File: config.mk
export PLATFORM = sky130hd
export DESIGN_NAME = sesr_top
export DESIGN_NICKNAME = d
export VERILOG_FILES = /design/src/sesr_pkg.sv /design/src/sesr_fifo_if.sv /design/src/sesr_top.sv /design/src/sesr_fifo.sv
export SDC_FILE = /design/constraint.sdc
export NUM_CORES = 1
export LEC_CHECK = 0
export ABC_AREA = 0
export BUFFER_PORTS_ARGS = -buffer_cell sky130_fd_sc_hd__clkbuf_2
export CAP_MARGIN = 20
export CORE_AREA = 2 2 176 212
export DETAILED_ROUTE_END_ITERATION = 8
export DIE_AREA = 0 0 178 214
export HOLD_SLACK_MARGIN = 0.15
export SYNTH_ARGS = -nofsm -noshare
export SYNTH_HDL_FRONTEND = slang
export SYNTH_SLANG_ARGS = --single-unit
File: constraint.sdc
create_clock -name clk_i -period 5 [get_ports clk_i]
set_clock_uncertainty 0.15 [all_clocks]
set_input_delay 0.5 -clock clk_i [delete_from_list [all_inputs] [get_ports clk_i]]
set_output_delay 0.5 -clock clk_i [all_outputs]
set_load 0.05 [all_outputs]
File: src/sesr_pkg.sv
/*
 package of the sign extending shift register: stage layout, register
 offsets, field positions, reset values and pin bundle positions.
 assumes a 25 MHz system clock and a classic wishbone slave port.
*/
// Behaviour
// - clear low wipes all stages, ignoring others
// - stages change only on clock rising edge; the code also steps on a control register write with the step bit set
// - enable high keeps all stages unchanged
// - shift mode moves each stage one place
// - first stage takes picked serial input
// - sign repeat keeps first stage value
// - load mode copies the eight pin levels
// - load mode releases the eight pins
// - output enable high floats pins only
// - output enable never alters next state
// - clear during load mode keeps pins floating
// - expansion output always follows last stage
package sesr_pkg;
    // ----------------------------------------
    // stage layout and clock
    // ----------------------------------------
    localparam int          STAGES        = 8;
    localparam int          SIGN_STAGE    = 0;
    localparam int          LAST_STAGE    = 7;
    localparam int          CLK_HZ        = 25_000_000;
    localparam int          FIFO_DEPTH    = 16;
    localparam logic [7:0]  RST_STAGE     = 8'h00;
    localparam logic        RST_CAPTURE   = 1'b0;
    // ----------------------------------------
    // register offsets and fields
    // ----------------------------------------
    localparam logic [3:0]  ADR_CTRL      = 4'h0;
    localparam logic [3:0]  ADR_STATUS    = 4'h4;
    localparam logic [3:0]  ADR_CAPTURE   = 4'h8;
    localparam int          CTRL_CAPTURE  = 0;
    localparam int          CTRL_STEP     = 1;
    localparam int          ST_EXP        = 8;
    localparam int          ST_NEMPTY     = 9;
    localparam int          ST_FULL       = 10;
    localparam int          ST_OVERRUN    = 11;
    // ----------------------------------------
    // synchronised pin bundle positions
    // ----------------------------------------
    localparam int          B_PAR         = 0;
    localparam int          B_D1          = 8;
    localparam int          B_D0          = 9;
    localparam int          B_PICK        = 10;
    localparam int          B_SIGN_N      = 11;
    localparam int          B_SHIFT       = 12;
    localparam int          B_EN_N        = 13;
    localparam int          B_WIPE_N      = 14;
    localparam int          B_OE_N        = 15;
    localparam int          B_CLK         = 16;
    localparam int          SYNC_W        = 17;
endpackage

File: src/sesr_fifo_if.sv
/*
 carrier between the shift register core and its capture fifo.
 assumes one clock shared by both ends.
*/
`timescale 1ns/1ps
`default_nettype none
interface sesr_fifo_if #(parameter int W = 8);
    logic           push_valid;
    logic           push_ready;
    logic [W-1:0]   push_data;
    logic           pop_valid;
    logic           pop_ready;
    logic [W-1:0]   pop_data;
    modport client (output push_valid, output push_data, input push_ready,
                    input pop_valid, input pop_data, output pop_ready);
    modport store  (input push_valid, input push_data, output push_ready,
                    output pop_valid, output pop_data, input pop_ready);
endinterface
`default_nettype wire

File: src/sesr_top.sv
/*
 eight stage shift register with sign repeat, three state parallel pins,
 a wishbone register port and a capture fifo of stage snapshots.
 assumes every pin input is asynchronous to clk_i and is synchronised
 here; the shift clock arrives as a pin and is edge detected.
*/
`timescale 1ns/1ps
`default_nettype none
module sesr_top
    import sesr_pkg::*;
#(
    parameter int DEPTH = FIFO_DEPTH
) (
    input  wire logic              clk_i,
    input  wire logic              rst_i,
    input  wire logic              wb_cyc_i,
    input  wire logic              wb_stb_i,
    input  wire logic              wb_we_i,
    input  wire logic [3:0]        wb_adr_i,
    input  wire logic [3:0]        wb_sel_i,
    input  wire logic [31:0]       wb_dat_i,
    output logic      [31:0]       wb_dat_o,
    output logic                   wb_ack_o,
    input  wire logic              pin_clk_i,
    input  wire logic              async_wipe_n_i,
    input  wire logic              stage_enable_n_i,
    input  wire logic              shift_not_load_i,
    input  wire logic              sign_repeat_n_i,
    input  wire logic              serial_source_pick_i,
    input  wire logic              serial_in_zero_i,
    input  wire logic              serial_in_one_i,
    input  wire logic              out_enable_n_i,
    input  wire logic [STAGES-1:0] par_i,
    output logic      [STAGES-1:0] par_o,
    output logic      [STAGES-1:0] par_oe_o,
    output logic                   expansion_out_o
);
    if (DEPTH < 2 || (DEPTH & (DEPTH - 1)) != 0) begin : g_chk
        $error("capture depth must be a power of two of at least two");
    end

    // ----------------------------------------
    // state
    // ----------------------------------------
    typedef struct packed {
        logic [SYNC_W-1:0] s1;
        logic [SYNC_W-1:0] s2;
        logic              clk_d;
        logic [STAGES-1:0] stage;
        logic [STAGES-1:0] oe;
        logic              pend;
        logic              capture_en;
        logic              overrun;
        logic              ack;
        logic [31:0]       rdata;
    } sesr_state_t;

    sesr_state_t q;
    sesr_state_t n;

    logic [SYNC_W-1:0] raw;
    logic [STAGES-1:0] pins;
    logic              wipe;
    logic              load_mode;
    logic              shift_mode;
    logic              sign_keep;
    logic              clk_rise;
    logic              hit;
    logic              wr_ctrl;
    logic              wr_status;
    logic              rd_capture;
    logic              step_wr;
    logic              req;
    logic              want;
    logic              cap_stall;
    logic              go;
    logic              serial_bit;
    logic              first_bit;
    logic [STAGES-1:0] calc;
    logic [31:0]       rd_word;

    sesr_fifo_if #(.W(STAGES)) cap_if ();

    sesr_fifo #(
        .WIDTH (STAGES),
        .DEPTH (DEPTH)
    ) u_fifo (
        .clk_i (clk_i),
        .rst_i (rst_i),
        .f     (cap_if.store)
    );

    // ----------------------------------------
    // pin bundle and decoded modes
    // ----------------------------------------
    assign raw = {pin_clk_i, out_enable_n_i, async_wipe_n_i, stage_enable_n_i,
                  shift_not_load_i, sign_repeat_n_i, serial_source_pick_i,
                  serial_in_zero_i, serial_in_one_i, par_i};

    assign pins       = q.s2[B_PAR +: STAGES];
    assign wipe       = ~q.s2[B_WIPE_N];
    assign load_mode  = ~q.s2[B_EN_N] & ~q.s2[B_SHIFT];
    assign shift_mode = ~q.s2[B_EN_N] &  q.s2[B_SHIFT];
    assign sign_keep  = ~q.s2[B_SIGN_N];
    assign clk_rise   = q.s2[B_CLK] & ~q.clk_d;

    // ----------------------------------------
    // bus decode
    // ----------------------------------------
    assign hit        = wb_cyc_i & wb_stb_i & ~q.ack;
    assign wr_ctrl    = hit & wb_we_i & (wb_adr_i == ADR_CTRL) & wb_sel_i[0];
    assign wr_status  = hit & wb_we_i & (wb_adr_i == ADR_STATUS) & wb_sel_i[1];
    assign rd_capture = hit & ~wb_we_i & (wb_adr_i == ADR_CAPTURE);
    assign step_wr    = wr_ctrl & wb_dat_i[CTRL_STEP];

    // ----------------------------------------
    // step scheduling and capture stall
    // ----------------------------------------
    assign req       = clk_rise | step_wr;
    assign want      = (req | q.pend) & ~wipe;
    assign cap_stall = q.capture_en & ~cap_if.push_ready;
    assign go        = want & ~cap_stall;

    assign cap_if.push_valid = want & q.capture_en;
    assign cap_if.push_data  = calc;
    assign cap_if.pop_ready  = rd_capture;

    // ----------------------------------------
    // stage next value
    // ----------------------------------------
    assign serial_bit = q.s2[B_PICK] ? q.s2[B_D1] : q.s2[B_D0];
    assign first_bit  = sign_keep ? q.stage[SIGN_STAGE] : serial_bit;

    // oe is not an input of the next stage value
    always_comb begin
        if (q.s2[B_EN_N]) begin
            calc = q.stage;
        end else if (!q.s2[B_SHIFT]) begin
            calc = pins;
        end else begin
            calc = {q.stage[STAGES-2:0], first_bit};
        end
    end

    // ----------------------------------------
    // read data
    // ----------------------------------------
    always_comb begin
        rd_word = 32'h0000_0000;
        unique case (wb_adr_i)
            ADR_CTRL: begin
                rd_word[CTRL_CAPTURE] = q.capture_en;
            end
            ADR_STATUS: begin
                rd_word[STAGES-1:0] = q.stage;
                rd_word[ST_EXP]     = q.stage[LAST_STAGE];
                rd_word[ST_NEMPTY]  = cap_if.pop_valid;
                rd_word[ST_FULL]    = ~cap_if.push_ready;
                rd_word[ST_OVERRUN] = q.overrun;
            end
            ADR_CAPTURE: begin
                if (cap_if.pop_valid) begin
                    rd_word[STAGES-1:0] = cap_if.pop_data;
                end
            end
            default: begin
                rd_word = 32'h0000_0000;
            end
        endcase
    end

    // ----------------------------------------
    // next state
    // ----------------------------------------
    always_comb begin
        n = q;
        n.s1    = raw;
        n.s2    = q.s1;
        n.clk_d = q.s2[B_CLK];
        if (wipe) begin
            n.stage = RST_STAGE;
            n.pend  = 1'b0;
        end else if (go) begin
            n.stage = calc;
            n.pend  = 1'b0;
        end else begin
            n.pend  = want & cap_stall;
        end
        n.oe = {STAGES{~q.s2[B_OE_N] & ~load_mode}};
        if (wr_ctrl) begin
            n.capture_en = wb_dat_i[CTRL_CAPTURE];
        end
        if (wr_status && wb_dat_i[ST_OVERRUN]) begin
            n.overrun = 1'b0;
        end
        if (q.pend && req && cap_stall && !wipe) begin
            n.overrun = 1'b1;
        end
        n.ack   = hit;
        n.rdata = hit ? rd_word : 32'h0000_0000;
    end

    // ----------------------------------------
    // registers
    // ----------------------------------------
    always_ff @(posedge clk_i) begin
        if (rst_i) begin
            q            <= '0;
            q.stage      <= RST_STAGE;
            q.capture_en <= RST_CAPTURE;
        end else begin
            q <= n;
        end
    end

    // ----------------------------------------
    // outputs
    // ----------------------------------------
    assign par_o           = q.stage;
    assign par_oe_o        = q.oe;
    assign expansion_out_o = q.stage[LAST_STAGE];
    assign wb_ack_o        = q.ack;
    assign wb_dat_o        = q.rdata;
endmodule
`default_nettype wire

File: src/sesr_fifo.sv
/*
 capture fifo: width and depth parameters, valid and ready both sides.
 assumes synchronous active high reset; depth a power of two.
*/
`timescale 1ns/1ps
`default_nettype none
module sesr_fifo
    import sesr_pkg::*;
#(
    parameter int WIDTH = STAGES,
    parameter int DEPTH = FIFO_DEPTH
) (
    input  wire logic  clk_i,
    input  wire logic  rst_i,
    sesr_fifo_if.store f
);
    localparam int AW = $clog2(DEPTH);
    if (DEPTH < 2 || (1 << AW) != DEPTH || WIDTH < 1) begin : g_chk
        $error("fifo depth must be a power of two of at least two");
    end
    // ----------------------------------------
    // state
    // ----------------------------------------
    typedef struct packed {
        logic [DEPTH-1:0][WIDTH-1:0] mem;
        logic [AW:0]                 wp;
        logic [AW:0]                 rp;
    } sesr_fifo_state_t;
    sesr_fifo_state_t q;
    sesr_fifo_state_t n;
    logic full;
    logic empty;
    assign full  = (q.wp[AW] != q.rp[AW]) && (q.wp[AW-1:0] == q.rp[AW-1:0]);
    assign empty = (q.wp == q.rp);
    assign f.push_ready = ~full;
    assign f.pop_valid  = ~empty;
    assign f.pop_data   = q.mem[q.rp[AW-1:0]];
    // ----------------------------------------
    // next state
    // ----------------------------------------
    always_comb begin
        n = q;
        if (f.push_valid && !full) begin
            n.mem[q.wp[AW-1:0]] = f.push_data;
            n.wp = q.wp + (AW+1)'(1);
        end
        if (f.pop_ready && !empty) begin
            n.rp = q.rp + (AW+1)'(1);
        end
    end
    always_ff @(posedge clk_i) begin
        if (rst_i) begin
            q <= '0;
        end else begin
            q <= n;
        end
    end
endmodule
`default_nettype wire

# --- After elaboration in Yosys (flattened, before gate mapping) ---
# Index checks and enable logic that the tools add are counted.
word_totals:
  reg_bits: 218
  inputBits: 62
op_classes:
  n_addsub: 2
  n_lt_le_gt_ge: 3
  eq_ne: 5
  muxes: 14
  bitwise: 32
  n_reduce_logical: 16
ops:
  columns: ["cell", "n"]
  rows:
  - ["$bwmux 128", 1]
  - ["$mux 8", 5]
  - ["$bmux 8 s4", 1]
  - ["$demux 8 s4", 1]
  - ["$and 1x1->1", 18]
  - ["$pmux 7 s2", 1]
  - ["$not 1->1", 12]
  - ["$add 5x1->5 const B", 2]
  - ["$lt 4x5->1 const B", 2]
  - ["$logic_and 1x1->1", 8]
  - ["$reduce_or 3->1", 2]
  - ["$eq 5x5->1", 1]
  - ["$eq 4x3->1 const B", 1]
  - ["$eq 4x4->1", 1]
  - ["$eq 4x4->1 const B", 1]
  - ["$ge 4x1->1 const B", 1]
  - ["$logic_not 4->1", 1]
  - ["$mux 1", 4]
  - ["$reduce_or 2->1", 2]
  - ["$pmux 1 s3", 1]
  - ["$logic_not 1->1", 2]
  - ["$or 1x1->1", 2]
  - ["$reduce_bool 2->1", 1]
  - ["$ne 1x1->1", 1]

# --- Depth between registers and ports, before layout ---
# Gate-level depths: netlist of run 1.
logic_depth:
  ltp_word: 11
  ltp_mapped: 8
  mapped_depth_nobuf: 5

# --- By module ---
# From an unflattened synthesis of run 1, not the netlist that was laid out.
hier_totals:
  hier_cells: 861
  area_unflattened_um2: 8912.3
by_module_without_submodules:
  columns: ["module", "instances", "cells_per_inst", "area_each_um2"]
  rows:
  - ["sesr_fifo", 1, 605, 6443.7]
  - ["sesr_top", 1, 256, 2468.6]

# --- Worst setup path after synthesis of run 1 ---
# OpenSTA, ideal clock, no wires.
synth_path:
  kind: "register to register"
  start: "register q (netlist bit wb_ack_o)"
  end: "register u_fifo.q[9] (netlist name)"
  t_arrival_ps: 2170
  slack_ps: 2557
  path_stages_with_launch: 7
  n_path_buf: 1
  period_less_slack_ps: 2443
  cell_sequence: "dfxtp_1 > and4b_1 > a41oi_4 > a221oi_2 > and4_1 > buf_4 > mux2_1"
synth_via:
  elab_chain_cells: 11
synth_lines:
  columns: ["item", "line", "source"]
  rows:
  - ["start: declaration", "sesr_top.sv:58", "sesr_state_t q;"]
  - ["start signal: assignment", "sesr_top.sv:212", "q <= n;"]
  - ["$not 1->1", "sesr_top.sv:110", "assign hit = wb_cyc_i & wb_stb_i & ~q.ack;"]
  - ["$and 1x1->1", "sesr_top.sv:110", null]
  - ["$and 1x1->1 (3 in series)", "sesr_top.sv:111", "assign wr_ctrl = hit & wb_we_i & (wb_adr_i == ADR_CTRL) & wb_sel_i[0];"]
  - ["$and 1x1->1", "sesr_top.sv:114", "assign step_wr = wr_ctrl & wb_dat_i[CTRL_STEP];"]
  - ["$or 1x1->1", "sesr_top.sv:119", "assign req = clk_rise | step_wr;"]
  - ["$or 1x1->1", "sesr_top.sv:120", "assign want = (req | q.pend) & ~wipe;"]
  - ["$and 1x1->1", "sesr_top.sv:120", null]
  - ["$and 1x1->1", "sesr_top.sv:124", "assign cap_if.push_valid = want & q.capture_en;"]
  - ["$logic_and 1x1->1", "sesr_fifo.sv:43", "if (f.push_valid && !full) begin"]
  - ["end signal: assignment", "sesr_fifo.sv:55", "q <= n;"]
  - ["end: declaration", "sesr_fifo.sv:29", "sesr_fifo_state_t q;"]
# No other way between the ends.
# A chain may end at the register's enable or synchronous reset.

# --- Final worst setup path of run 1 ---
layout_path:
  start: "register u_fifo.q[2] (netlist name)"
  end: "register u_fifo.q[9] (netlist name)"
layout_via:
  elab_chain_cells: 4
layout_lines:
  columns: ["item", "line", "source"]
  rows:
  - ["$eq 4x4->1", "sesr_fifo.sv:33", "assign full = (q.wp[AW] != q.rp[AW]) && (q.wp[AW-1:0] == q.rp[AW-1:0]);"]
  - ["$logic_and 1x1->1", "sesr_fifo.sv:33", null]
  - ["$logic_not 1->1", "sesr_fifo.sv:43", null]
  - ["$logic_and 1x1->1", "sesr_fifo.sv:43", null]
# No other way between the ends.

==> out/metrics.csv, run 1 <==
stage,metric,value,unit
route,DR DRC count,0,
clock_tree,clock slew seen by the registers of the worst setup and hold paths,0.07,ns
clock_tree,Clk Tree Root Cell,sky130_fd_sc_hd__clkbuf_16,
hold_path,"Endpoint, Worst Hold",q[34]$_SDFFE_PP0N_,
worst_setup_path,Worst Reg2Reg Path Length in Cells,7,
synth,predominant post-synthesis flop cell,sky130_fd_sc_hd__dfxtp_1,
clock_tree,clock latency on the worst-skew pair,0.44,ns
hold_path,Hold/Removal Path Class,input pin to register,
grt,first-pass GRT wire length,32300,um
worst_setup_path,worst reg2reg endpoint,u_fifo.q[9]$_SDFFE_PP0P_,
synth,top-area cell type share of the netlist area,0.445,
worst_setup_path,Worst Path Required,5.17,ns
placement,GP Congestion,0.713,
timing,number of hold violations in the final report,0,
clock_tree,clock tree from TritonCTS,done,
die,Initial Utilization,0.249,
placement,post-placement cell count,1289,
worst_setup_path,largest fanout on the critical path,29,
clock_tree,sink count of the clock tree,198,
synth,commonest cells in the netlist,"sky130_fd_sc_hd__dfxtp_1 (198), sky130_fd_sc_hd__nand2_1 (160), sky130_fd_sc_hd__mux2i_1 (148)",
timing,peak clock frequency supported by timing,0.325,GHz
clock_tree,deepest clock path buffer count,2,
route,post-DR vias/cell,4.36,
worst_setup_path,Crit path max-delay family,simple AND/OR/NAND/NOR gates,
synth,cell types with the largest area share after synthesis,"sky130_fd_sc_hd__dfxtp_1 (44%), sky130_fd_sc_hd__mux2i_1 (17%), sky130_fd_sc_hd__mux4_2 (8.1%)",
die,top-level port count,112,
worst_setup_path,critical path endpoint category,register,
power,worst voltage drop across the vdd grid,0.228,mV
timing,final-report setup violation count,0,
route,number of DRC markers in iteration 0,379,
grt,antenna violations before repair,0,
synth,number of enable-type register cells in the synthesized netlist,0,
die,Rows,76,
hold_path,launch point of the worst hold path,wb_dat_i[0],
worst_setup_path,Worst R2R Start,u_fifo.q[2]$_SDFFE_PP0P_,
worst_setup_path,Worst R2R Setup Slack,1.92,ns
flow_run,number of max-cap violations,0,
grt,All-Layer GR Usage,0.108,
route,Detailed Route WL,19900,um
timing,final cycle utilization of the critical path,0.615,
synth,number of instances in the synthesized netlist,836,
layout,Layout Nets,924,
die,area enclosed by the die boundary,38100,um2
grt,pin count of the biggest net entering global routing,99,
timing,RSZ-0062 raised after global routing,false,
worst_setup_path,Critical Setup Path Class,register to register,
layout,final cell count without fillers,1336,
grt,final global-route overflow total,0,
die,core area,35800,um2
worst_setup_path,Critical Path Start Type,register,
clock_tree,total CTS buffers,17,
worst_setup_path,cells along the critical path,buf_4 > xor2_1 > nor4_2 > buf_4 > a221oi_2 > and4_1 > mux2_1,
worst_setup_path,most frequent CP cell,sky130_fd_sc_hd__buf_4,
layout,area added between synthesis and finish,13.1,%
synth,count of warnings emitted by yosys,0,
route,WL per Instance,14.9,um
timing,Period minus WS final,3.08,ns
route,via count,5828,
worst_setup_path,worst path bufs/invs,2,
layout,filler cell count,3697,
synth,Cell variety after synth,56,
layout,Final Instance Area,10100,um2
placement,Post-Place Cell Area,9320,um2
hold_path,number of cells on the worst hold path,3,
synth,mean instance size in the synthesized netlist,10.7,um2
power,static leakage power,0.00422,uW
die,die outline height,214,um
placement,Final HPWL DP,13100,um
worst_setup_path,WP data arrival,3.25,ns
timing,Max-Slew Margin vs Limit,0.329,
run_status,status,"complete, no violations",
timing,final slew viol count,0,
die,die width,178,um
synth,number of flip-flops and latches in the synthesized netlist,198,
worst_setup_path,highest cell delay on the worst timing path,0.74,ns
synth,ys async rst share,0,
worst_setup_path,Critical Path Slowest Stage Cell,sky130_fd_sc_hd__and4_1,
power,total power divided by cell area,312,nW/um2
timing,post-route worst setup slack,1.92,ns
timing,Total Negative Setup Slacks,0,ns
clock_tree,cells resized by post-CTS repair,0,
synth,Mapped Area,8920,um2
synth,sequential area share after synthesis,0.445,
grt,number of global-route vias before repair,5938,
placement,post-placement setup slack,1.91,ns
route,number of nets still failing antenna checks after routing,0,
clock_tree,H-tree levels,4,
route,drt first pass iters,6,
synth,largest area contributor in the synthesized netlist,sky130_fd_sc_hd__dfxtp_1,
timing,pin slew with the least headroom to its limit,1.01,ns
layout,utilization after layout,0.281,
placement,# port buffers,60,
synth,most frequent cell after synthesis,sky130_fd_sc_hd__dfxtp_1,
layout,fraction of layout cells with a size suffix above 1,0.195,
layout,count of antenna diodes in the layout,0,
per-stage QoR:
| stage | power [uW] | hold WS (ns) |
|---|---|---|
| floorplan | 1750 | 0.223 |
| global placement | 1760 | 0.239 |
| detailed placement | 1760 | 0.237 |
| CTS | 3180 | 0.155 |
| global route | 3260 | 0.187 |
| finish | 3150 | 0.160 |
repair_timing:
item	in CTS	in global routing
setup endpoints to repair	0	0
hold buffers	17	0
setup buffers	0	0
hold endpoints to repair	17	0
metal layers:
layer	global-route usage	wire length, um	vias up
li1	-	-	2850
met1	0.127	8540	2823
met2	0.192	10200	119
met3	0.0202	632	36
met4	0.0454	537	0
met5	0	0	-
tightest hold or removal path: cells and delay by family:
kind | cells | cell delay, ns
and+or+nand+nor | 1 | 0.07
muxes | 1 | 0.05
buffers and inverters | 1 | 0.08
registers in the layout (all words and copies together), names as in the netlist:
| name | cells |
|---|---|
| wb_ack_o | 1 |
| u_fifo.q | 138 |
| par_o | 8 |
| par_oe_o | 1 |
| n | 18 |
| pins | 8 |
| q | 12 |
| wb_dat_o | 12 |
cell usage in the layout (no fill, tap or decap), types with 4 or more instances in the layout:
master                          instances
sky130_fd_sc_hd__conb_1                20
sky130_fd_sc_hd__nand2_1              160
sky130_fd_sc_hd__inv_1                  8
sky130_fd_sc_hd__a21oi_1               16
sky130_fd_sc_hd__nor3_1                 4
sky130_fd_sc_hd__a211oi_2               6
sky130_fd_sc_hd__nor2b_1               42
sky130_fd_sc_hd__mux4_2                32
sky130_fd_sc_hd__mux2_2                 9
sky130_fd_sc_hd__clkbuf_2              60
sky130_fd_sc_hd__nand4_2                5
sky130_fd_sc_hd__xor2_1                 4
sky130_fd_sc_hd__dfxtp_1              197
sky130_fd_sc_hd__clkbuf_16             17
sky130_fd_sc_hd__ha_1                   5
sky130_fd_sc_hd__mux2i_1              148
sky130_fd_sc_hd__buf_4                  9
sky130_fd_sc_hd__dlygate4sd3_1         17
sky130_fd_sc_hd__nand4_4                8
sky130_fd_sc_hd__xnor2_1                5
sky130_fd_sc_hd__nor2_1                22
sky130_fd_sc_hd__o21ai_0               16
logic make-up (layout without fill, tap and decap cells):
group           count (synthesis)  after routing  synth area share
compound gates                 56             56            0.0495
xor+xnor                       10             10            0.0107
fa+ha+maj                       5              5           0.00702
buf+inv                       112            125            0.0735
flops                         198            198             0.445
mux                           190            190             0.260
other cells                     1             20          0.000421
simple gates                  264            264             0.155
how the worst max path moves through the flow:
stage,startpoint,to,cells past startpoint
5_1_grt,u_fifo.q[2]$_SDFFE_PP0P_,u_fifo.q[9]$_SDFFE_PP0P_,7
4_1_cts,u_fifo.q[2]$_SDFFE_PP0P_,u_fifo.q[9]$_SDFFE_PP0P_,7
6_report,u_fifo.q[2]$_SDFFE_PP0P_,u_fifo.q[9]$_SDFFE_PP0P_,7
2_1_floorplan,wb_ack_o$_SDFF_PP0_,u_fifo.q[9]$_SDFFE_PP0P_,6
3_3_place_gp,u_fifo.q[2]$_SDFFE_PP0P_,u_fifo.q[9]$_SDFFE_PP0P_,7
3_5_place_dp,u_fifo.q[2]$_SDFFE_PP0P_,u_fifo.q[9]$_SDFFE_PP0P_,7
where the power goes:
part | switching [uW] | total (uW) | internal [uW]
sequential | 7.32 | 1600 | 1590
clock | 613 | 1410 | 800
combinational | 102 | 138 | 36.1
area by class of cell:
cell class / instances / area [um2] / area share
Tap cell: 468 / 586 / 0.0581
Clock inverter: 10 / 148 / 0.0146
Inverter: 9 / 36.3 / 0.00360
Sequential cell: 198 / 3970 / 0.393
Multi-Input combinational cell: 545 / 4370 / 0.433
Timing Repair Buffer: 86 / 538 / 0.0533
Clock buffer: 20 / 447 / 0.0443
No activity file was read; power rests on OpenSTA's default activity.
==> run 2, diff against run 1 <==
--- a/config.mk
+++ b/config.mk
@@ -5,12 +5,12 @@
 export SDC_FILE = /design/constraint.sdc
 export NUM_CORES = 1
 export LEC_CHECK = 0
-export ABC_AREA = 0
+export ABC_AREA = 1
 export BUFFER_PORTS_ARGS = -buffer_cell sky130_fd_sc_hd__clkbuf_2
 export CAP_MARGIN = 20
-export CORE_AREA = 2 2 176 212
+export CORE_AREA = 2 2 183 221
 export DETAILED_ROUTE_END_ITERATION = 8
-export DIE_AREA = 0 0 178 214
+export DIE_AREA = 0 0 185 223
 export HOLD_SLACK_MARGIN = 0.15
 export SYNTH_ARGS = -nofsm -noshare
 export SYNTH_HDL_FRONTEND = slang
==> constraint.sdc (replaced) <==
create_clock -name clk_i -period 3 [get_ports clk_i]
set_clock_uncertainty 0.15 [all_clocks]
set_input_delay 0.3 -clock clk_i [delete_from_list [all_inputs] [get_ports clk_i]]
set_output_delay 0.3 -clock clk_i [all_outputs]
set_load 0.05 [all_outputs]
==> run 2 against run 1 <==
- synthesized cell count up 77%
- combinational power is 110% higher
- worst hold slack improved by 0.014 ns
- critical path depth did not move
- wire length is 17% higher
- setup slack worse by 1.5 ns
- largest power group unchanged
- flip-flop and latch count did not move
- largest cell class unchanged
- clock power grew 63%
- global-route usage is 0.91 points higher
- via count is 44% higher
- utilization hardly changed
==> out/metrics.csv, run 2 <==
stage,metric,value,unit
timing,final-report setup violation count,0,
timing,Period minus WS final,2.53,ns
placement,# port buffers,60,
layout,count of antenna diodes in the layout,0,
synth,mean instance size in the synthesized netlist,6.57,um2
route,WL per Instance,11.4,um
clock_tree,clock slew seen by the registers of the worst setup and hold paths,0.07,ns
route,via count,8368,
route,Detailed Route WL,23300,um
power,switch share,0.257,
synth,count of warnings emitted by yosys,0,
worst_setup_path,Worst Reg2Reg Path Length in Cells,10,
synth,top-area cell type share of the netlist area,0.409,
power,post-layout power,5250,uW
clock_tree,deepest clock path buffer count,2,
route,number of nets still failing antenna checks after routing,0,
placement,GP Congestion,0.826,
timing,peak clock frequency supported by timing,0.396,GHz
synth,cell types with the largest area share after synthesis,"sky130_fd_sc_hd__dfxtp_1 (41%), sky130_fd_sc_hd__nand2_1 (14%), sky130_fd_sc_hd__nor2_1 (13%)",
synth,number of enable-type register cells in the synthesized netlist,0,
clock_tree,clock tree from TritonCTS,done,
timing,Total Negative Setup Slacks,0,ns
worst_setup_path,critical path endpoint category,register,
placement,post-placement cell count,1986,
layout,number of flip-flops in the largest register,138,
power,sequential group share of total power,0.507,
timing,number of hold violations in the final report,0,
die,core area,39200,um2
synth,most frequent cell after synthesis,sky130_fd_sc_hd__nand2_1,
clock_tree,buffers inserted by post-CTS timing repair,0,
worst_setup_path,largest fanout on the critical path,26,
layout,filler cell count,4295,
synth,sequential area share after synthesis,0.409,
die,Rows,80,
clock_tree,H-tree levels,4,
die,top-level port count,112,
worst_setup_path,Critical Setup Path Class,input pin to register,
clock_tree,sink count of the clock tree,198,
synth,commonest cells in the netlist,"sky130_fd_sc_hd__nand2_1 (369), sky130_fd_sc_hd__nor2_1 (346), sky130_fd_sc_hd__dfxtp_1 (198)",
worst_setup_path,Critical path destination,q[34]$_SDFFE_PP0N_,
timing,final slew viol count,0,
layout,fraction of layout cells with a size suffix above 1,0.0965,
worst_setup_path,Worst Path Required,3.20,ns
route,number of DRC markers in iteration 0,543,
layout,Layout Nets,1567,
timing,final cycle utilization of the critical path,0.842,
flow_run,number of max-cap violations,0,
layout,register bank with the most flops,u_fifo.q,
hold_path,Hold/Removal Path Class,input pin to register,
worst_setup_path,WP data arrival,2.72,ns
synth,largest area contributor in the synthesized netlist,sky130_fd_sc_hd__dfxtp_1,
clock_tree,clock latency on the worst-skew pair,0.46,ns
power,Switch Pwr,1350,uW
grt,final global-route overflow total,0,
worst_setup_path,Critical Path Start Type,input pin,
worst_setup_path,startpoint of the worst setup timing path,rst_i,
synth,predominant post-synthesis flop cell,sky130_fd_sc_hd__dfxtp_1,
route,post-DR vias/cell,4.09,
worst_setup_path,Worst R2R Setup Slack,0.65,ns
clock_tree,Clk Tree Root Cell,sky130_fd_sc_hd__clkbuf_16,
synth,Cell variety after synth,38,
grt,antenna violations before repair,0,
run_status,status,"complete, no violations",
clock_tree,total CTS buffers,17,
route,DR DRC count,0,
power,proportion of power drawn by combinational gates,0.054,
timing,Max-Slew Margin vs Limit,0.505,
die,die outline height,223,um
synth,number of instances in the synthesized netlist,1477,
timing,pin slew with the least headroom to its limit,0.742,ns
power,worst voltage drop across the vdd grid,0.494,mV
placement,Final HPWL DP,15300,um
power,static leakage power,0.00565,uW
route,drt first pass iters,5,
layout,"most common cell after layout, fill and taps aside",sky130_fd_sc_hd__nand2_1,
grt,pin count of the biggest net entering global routing,69,
power,Clk network pwr share,0.439,
layout,most used cells in the layout excluding fill and tap cells,"sky130_fd_sc_hd__nand2_1 (369), sky130_fd_sc_hd__nor2_1 (346), sky130_fd_sc_hd__dfxtp_1 (196)",
grt,first-pass GRT wire length,38600,um
power,total power divided by cell area,476,nW/um2
die,Initial Utilization,0.247,
synth,ys async rst share,0,
power,internal power summed over all cells,3900,uW
die,area enclosed by the die boundary,41300,um2
die,die width,185,um
synth,number of flip-flops and latches in the synthesized netlist,198,
synth,Mapped Area,9700,um2
grt,All-Layer GR Usage,0.118,
layout,final cell count without fillers,2046,
worst_setup_path,Worst R2R Start,u_fifo.q[0]$_SDFFE_PP0P_,
grt,number of global-route vias before repair,7766,
timing,RSZ-0062 raised after global routing,false,
layout,area added between synthesis and finish,13.6,%
worst_setup_path,worst reg2reg endpoint,u_fifo.q[25]$_SDFFE_PP0P_,
## run 2: cell count changes in the layout (fill, tap and decap cells not counted), moves of 35 or more
cell / previous run / this run
sky130_fd_sc_hd__nor2_1: 22 / 346
sky130_fd_sc_hd__nand2_1: 160 / 369
sky130_fd_sc_hd__inv_1: 8 / 189
sky130_fd_sc_hd__mux2i_1: 148 / 0
sky130_fd_sc_hd__a21oi_1: 16 / 79
sky130_fd_sc_hd__o21ai_0: 16 / 59
sky130_fd_sc_hd__nor2b_1: 42 / 0
sky130_fd_sc_hd__nand3_1: 3 / 38
## run 2: critical path: stages
cell and delay, ns:
sky130_fd_sc_hd__dlygate4sd3_1 0.53, sky130_fd_sc_hd__clkbuf_2 0.19, sky130_fd_sc_hd__clkinv_2 0.34, sky130_fd_sc_hd__o21ai_0 0.19, sky130_fd_sc_hd__dlygate4sd3_1 0.57, sky130_fd_sc_hd__a21oi_1 0.05
sky130_fd_sc_hd__dlygate4sd3_1 0.55
## run 2: cell families after synthesis
| group | share of synthesized area |
|---|---|
| simple gates | 0.337 |
| compound gates | 0.0881 |
| flops | 0.409 |
| xor+xnor | 0.00542 |
| fa+ha+maj | 0.00645 |
| other cells | 0.000386 |
| buf+inv | 0.154 |
## run 2: power by group through the flow
stage / logic [uW] / registers (uW) / clock network, uW
final: 284 / 2660 / 2300
after global routing: 308 / 2660 / 2460
after CTS: 284 / 2660 / 2360
after detailed placement: 259 / 2720 / 0
after global placement: 257 / 2720 / 0
after floorplan: 210 / 2720 / 0
## run 2: metal layers
| layer | vias up | part of all wire | track usage |
|---|---|---|---|
| met2 | 155 | 0.51 | 0.213 |
| li1 | 4434 | - | - |
| met1 | 3750 | 0.44 | 0.136 |
| met5 | - | 0 | 0 |
| met4 | 0 | 0.022 | 0.0484 |
| met3 | 29 | 0.032 | 0.0194 |
## run 2: through the flow
stage | utilization | instance area (um2) | worst slack [ns] | hold slack, ns
2_1_floorplan | - | 9770 | 1.01 | 0.223
3_3_place_gp | 0.259 | 10200 | 0.679 | 0.241
3_5_place_dp | 0.259 | 10200 | 0.665 | 0.243
4_1_cts | 0.281 | 11000 | 0.528 | 0.150
5_1_grt | 0.281 | 11000 | 0.352 | 0.206
6_report | 0.281 | 11000 | 0.475 | 0.174
## run 2: how the worst min path moves through the flow
| stage | start | to | slack, ns | cells after the start |
|---|---|---|---|---|
| 2_1_floorplan | q[68]$_SDFF_PP0_ | par_oe_o[0]$_SDFF_PP0_ | 0.22 | 1 |
| 3_3_place_gp | n[60]$_SDFF_PP0_ | pins[7]$_SDFF_PP0_ | 0.24 | 2 |
| 3_5_place_dp | n[55]$_SDFF_PP0_ | pins[2]$_SDFF_PP0_ | 0.24 | 2 |
| 4_1_cts | wb_adr_i[0] | wb_dat_o[0]$_SDFF_PP0_ | 0.15 | 6 |
| 5_1_grt | wb_adr_i[0] | wb_dat_o[9]$_SDFF_PP0_ | 0.21 | 6 |
| 6_report | wb_adr_i[1] | wb_dat_o[11]$_SDFF_PP0_ | 0.17 | 6 |
## run 2: area by class of cell
| cell class | instances | area, um2 | share of cell area |
|---|---|---|---|
| Clock buffer | 17 | 425 | 0.0386 |
| Clock inverter | 15 | 159 | 0.0144 |
| Inverter | 201 | 763 | 0.0692 |
| Multi-Input combinational cell | 976 | 4320 | 0.391 |
| Sequential cell | 198 | 3970 | 0.360 |
| Tap cell | 533 | 667 | 0.0605 |
| Timing Repair Buffer | 106 | 728 | 0.0661 |
## run 2: repair_timing
action / in CTS / in global routing
resized for setup: 0 / 0
hold buffers: 28 / 0
hold endpoints to repair: 27 / 0
==> run 3, diff against run 2 <==
==> constraint.sdc (replaced) <==
create_clock -name clk_i -period 2.45 [get_ports clk_i]
set_clock_uncertainty 0.15 [all_clocks]
set_input_delay 0.245 -clock clk_i [delete_from_list [all_inputs] [get_ports clk_i]]
set_output_delay 0.245 -clock clk_i [all_outputs]
set_load 0.05 [all_outputs]
==> run 3 against run 2 <==
- via count increased by 0.59%
- design area up 1.4%
- critical path type unchanged
- critical path depth rose by 3
- highest routed layer unchanged
- sequential share of layout area fell by 0.48 points
- largest power group unchanged
- largest cell class unchanged
- critical endpoint unchanged
==> out/metrics.csv, run 3 (synthesized netlist as in run 2, its figures left out) <==
stage,metric,value,unit
worst_setup_path,Critical Path Slowest Stage Cell,sky130_fd_sc_hd__dlygate4sd3_1,
timing,peak clock frequency supported by timing,0.421,GHz
layout,Layout Nets,1578,
worst_setup_path,most frequent CP cell,sky130_fd_sc_hd__dlygate4sd3_1,
worst_setup_path,cells along the critical path,clkbuf_2 > dlygate4sd3_1 > nor2_1 > nand2_1 > nor2_2 > dlygate4sd3_1 > nand2_1 > o21ai_1 > dlygate4sd3_1 > a21oi_1,
layout,area added between synthesis and finish,15.2,%
grt,antenna violations before repair,0,
route,Detailed Route WL,23200,um
clock_tree,clock latency on the worst-skew pair,0.44,ns
placement,post-placement cell count,1994,
route,via count,8417,
clock_tree,total CTS buffers,17,
clock_tree,clock slew seen by the registers of the worst setup and hold paths,0.08,ns
hold_path,Hold/Removal Path Class,input pin to register,
power,total power divided by cell area,588,nW/um2
placement,GP Congestion,0.815,
power,worst voltage drop across the vdd grid,0.599,mV
layout,filler cell count,4332,
worst_setup_path,Critical Setup Path Class,input pin to register,
die,Rows,80,
clock_tree,clock tree from TritonCTS,done,
layout,count of antenna diodes in the layout,0,
timing,number of hold violations in the final report,0,
layout,register bank with the most flops,u_fifo.q,
grt,pin count of the biggest net entering global routing,71,
grt,number of global-route vias before repair,7640,
timing,final-report setup violation count,0,
placement,post-placement setup slack,0.240,ns
worst_setup_path,worst path bufs/invs,4,
die,area enclosed by the die boundary,41300,um2
layout,final cell count without fillers,2057,
layout,number of flip-flops in the largest register,138,
grt,first-pass GRT wire length,37800,um
timing,pin slew with the least headroom to its limit,0.755,ns
grt,final global-route overflow total,0,
clock_tree,Clk Tree Root Cell,sky130_fd_sc_hd__clkbuf_16,
layout,most used cells in the layout excluding fill and tap cells,"sky130_fd_sc_hd__nand2_1 (369), sky130_fd_sc_hd__nor2_1 (346), sky130_fd_sc_hd__dfxtp_1 (195)",
layout,"most common cell after layout, fill and taps aside",sky130_fd_sc_hd__nand2_1,
timing,RSZ-0062 raised after global routing,true,
die,Initial Utilization,0.247,
die,top-level port count,112,
die,die outline height,223,um
worst_setup_path,critical path endpoint category,register,
timing,post-route worst setup slack,0.0726,ns
route,number of nets still failing antenna checks after routing,0,
clock_tree,deepest clock path buffer count,2,
placement,# port buffers,60,
layout,fraction of layout cells with a size suffix above 1,0.102,
power,static leakage power,0.00574,uW
worst_setup_path,highest cell delay on the worst timing path,0.57,ns
timing,Total Negative Setup Slacks,0,ns
timing,final slew viol count,0,
layout,utilization after layout,0.285,
die,die width,185,um
route,drt first pass iters,5,
grt,All-Layer GR Usage,0.114,
flow_run,number of max-cap violations,0,
worst_setup_path,WP data arrival,2.56,ns
die,core area,39200,um2
placement,Final HPWL DP,15300,um
run_status,status,"complete, no violations",
layout,Final Instance Area,11200,um2
worst_setup_path,Critical Path Start Type,input pin,
clock_tree,buffers inserted by post-CTS timing repair,0,
worst_setup_path,largest fanout on the critical path,3,
route,post-DR vias/cell,4.09,
route,DR DRC count,0,
placement,Post-Place Cell Area,10200,um2
worst_setup_path,Worst Path Required,2.64,ns
timing,Period minus WS final,2.38,ns
timing,final cycle utilization of the critical path,0.970,
route,WL per Instance,11.3,um
clock_tree,H-tree levels,4,
worst_setup_path,Crit path max-delay family,buffers and inverters,
timing,Max-Slew Margin vs Limit,0.497,
route,number of DRC markers in iteration 0,564,
clock_tree,sink count of the clock tree,198,
[run 3: cell types whose count changed in the layout (fill, tap and decap cells not counted), sizes merged]
cell         before  now
inv             204  205
clkinvlp          2    0
bufinv            1    2
buf              18   26
dlygate4sd3      28   31
[run 3: cell type report]
| class | count | area [um2] | area share |
|---|---|---|---|
| tap | 533 | 667 | 0.0597 |
| inverter | 201 | 763 | 0.0683 |
| sequential | 198 | 3970 | 0.355 |
| multi-input combinational | 976 | 4330 | 0.388 |
| timing repair buffer | 117 | 818 | 0.0732 |
| clock buffer | 17 | 425 | 0.0381 |
| clock inverter | 15 | 201 | 0.0180 |
[run 3: per-stage QoR]
step / hold WS (ns) / total power [uW]
after detailed placement: 0.243 / 3650
after global routing: 0.189 / 6800
final: 0.175 / 6580
after global placement: 0.242 / 3640
after floorplan: 0.202 / 3580
after CTS: 0.156 / 6640
[run 3: timing repair]
action,4_1_cts,5_1_grt
endpoints found under the hold margin,27,0
endpoints found under the setup margin,0,7
gates resized for setup,0,4
hold buffers,31,0
[run 3: final timing paths]
| check | from | to | slack (ns) | cells after the start |
|---|---|---|---|---|
| setup / recovery | wb_adr_i[2] | q[34]$_SDFFE_PP0N_ | 0.07 | 10 |
| hold / removal | wb_we_i | u_fifo.q[0]$_SDFFE_PP0P_ | 0.17 | 4 |
| setup reg to reg | wb_ack_o$_SDFF_PP0_ | q[33]$_SDFFE_PP0P_ | 0.16 | 8 |
| hold reg to reg | n[55]$_SDFF_PP0_ | pins[2]$_SDFF_PP0_ | 0.25 | 2 |
[run 3: routing by layer]
layer,GRT usage,part of all wire,vias up
li1,-,-,4457
met1,0.135,0.45,3759
met4,0.0463,0.024,0
met3,0.0194,0.030,27
met5,0,0,-
met2,0.202,0.50,174
[run 3: report_power, final]
group          leakage [uW]  internal (uW)  switching [uW]
clock              0.000309           1580            1400
combinational       0.00382           85.4             263
sequential          0.00160           3240            12.2
[run 3: tightest hold or removal path, stage by stage]
cell and delay (ns):
sky130_fd_sc_hd__clkbuf_2 0.09, sky130_fd_sc_hd__nor2_1 0.05, sky130_fd_sc_hd__nand2_1 0.23, sky130_fd_sc_hd__a21oi_1 0.11
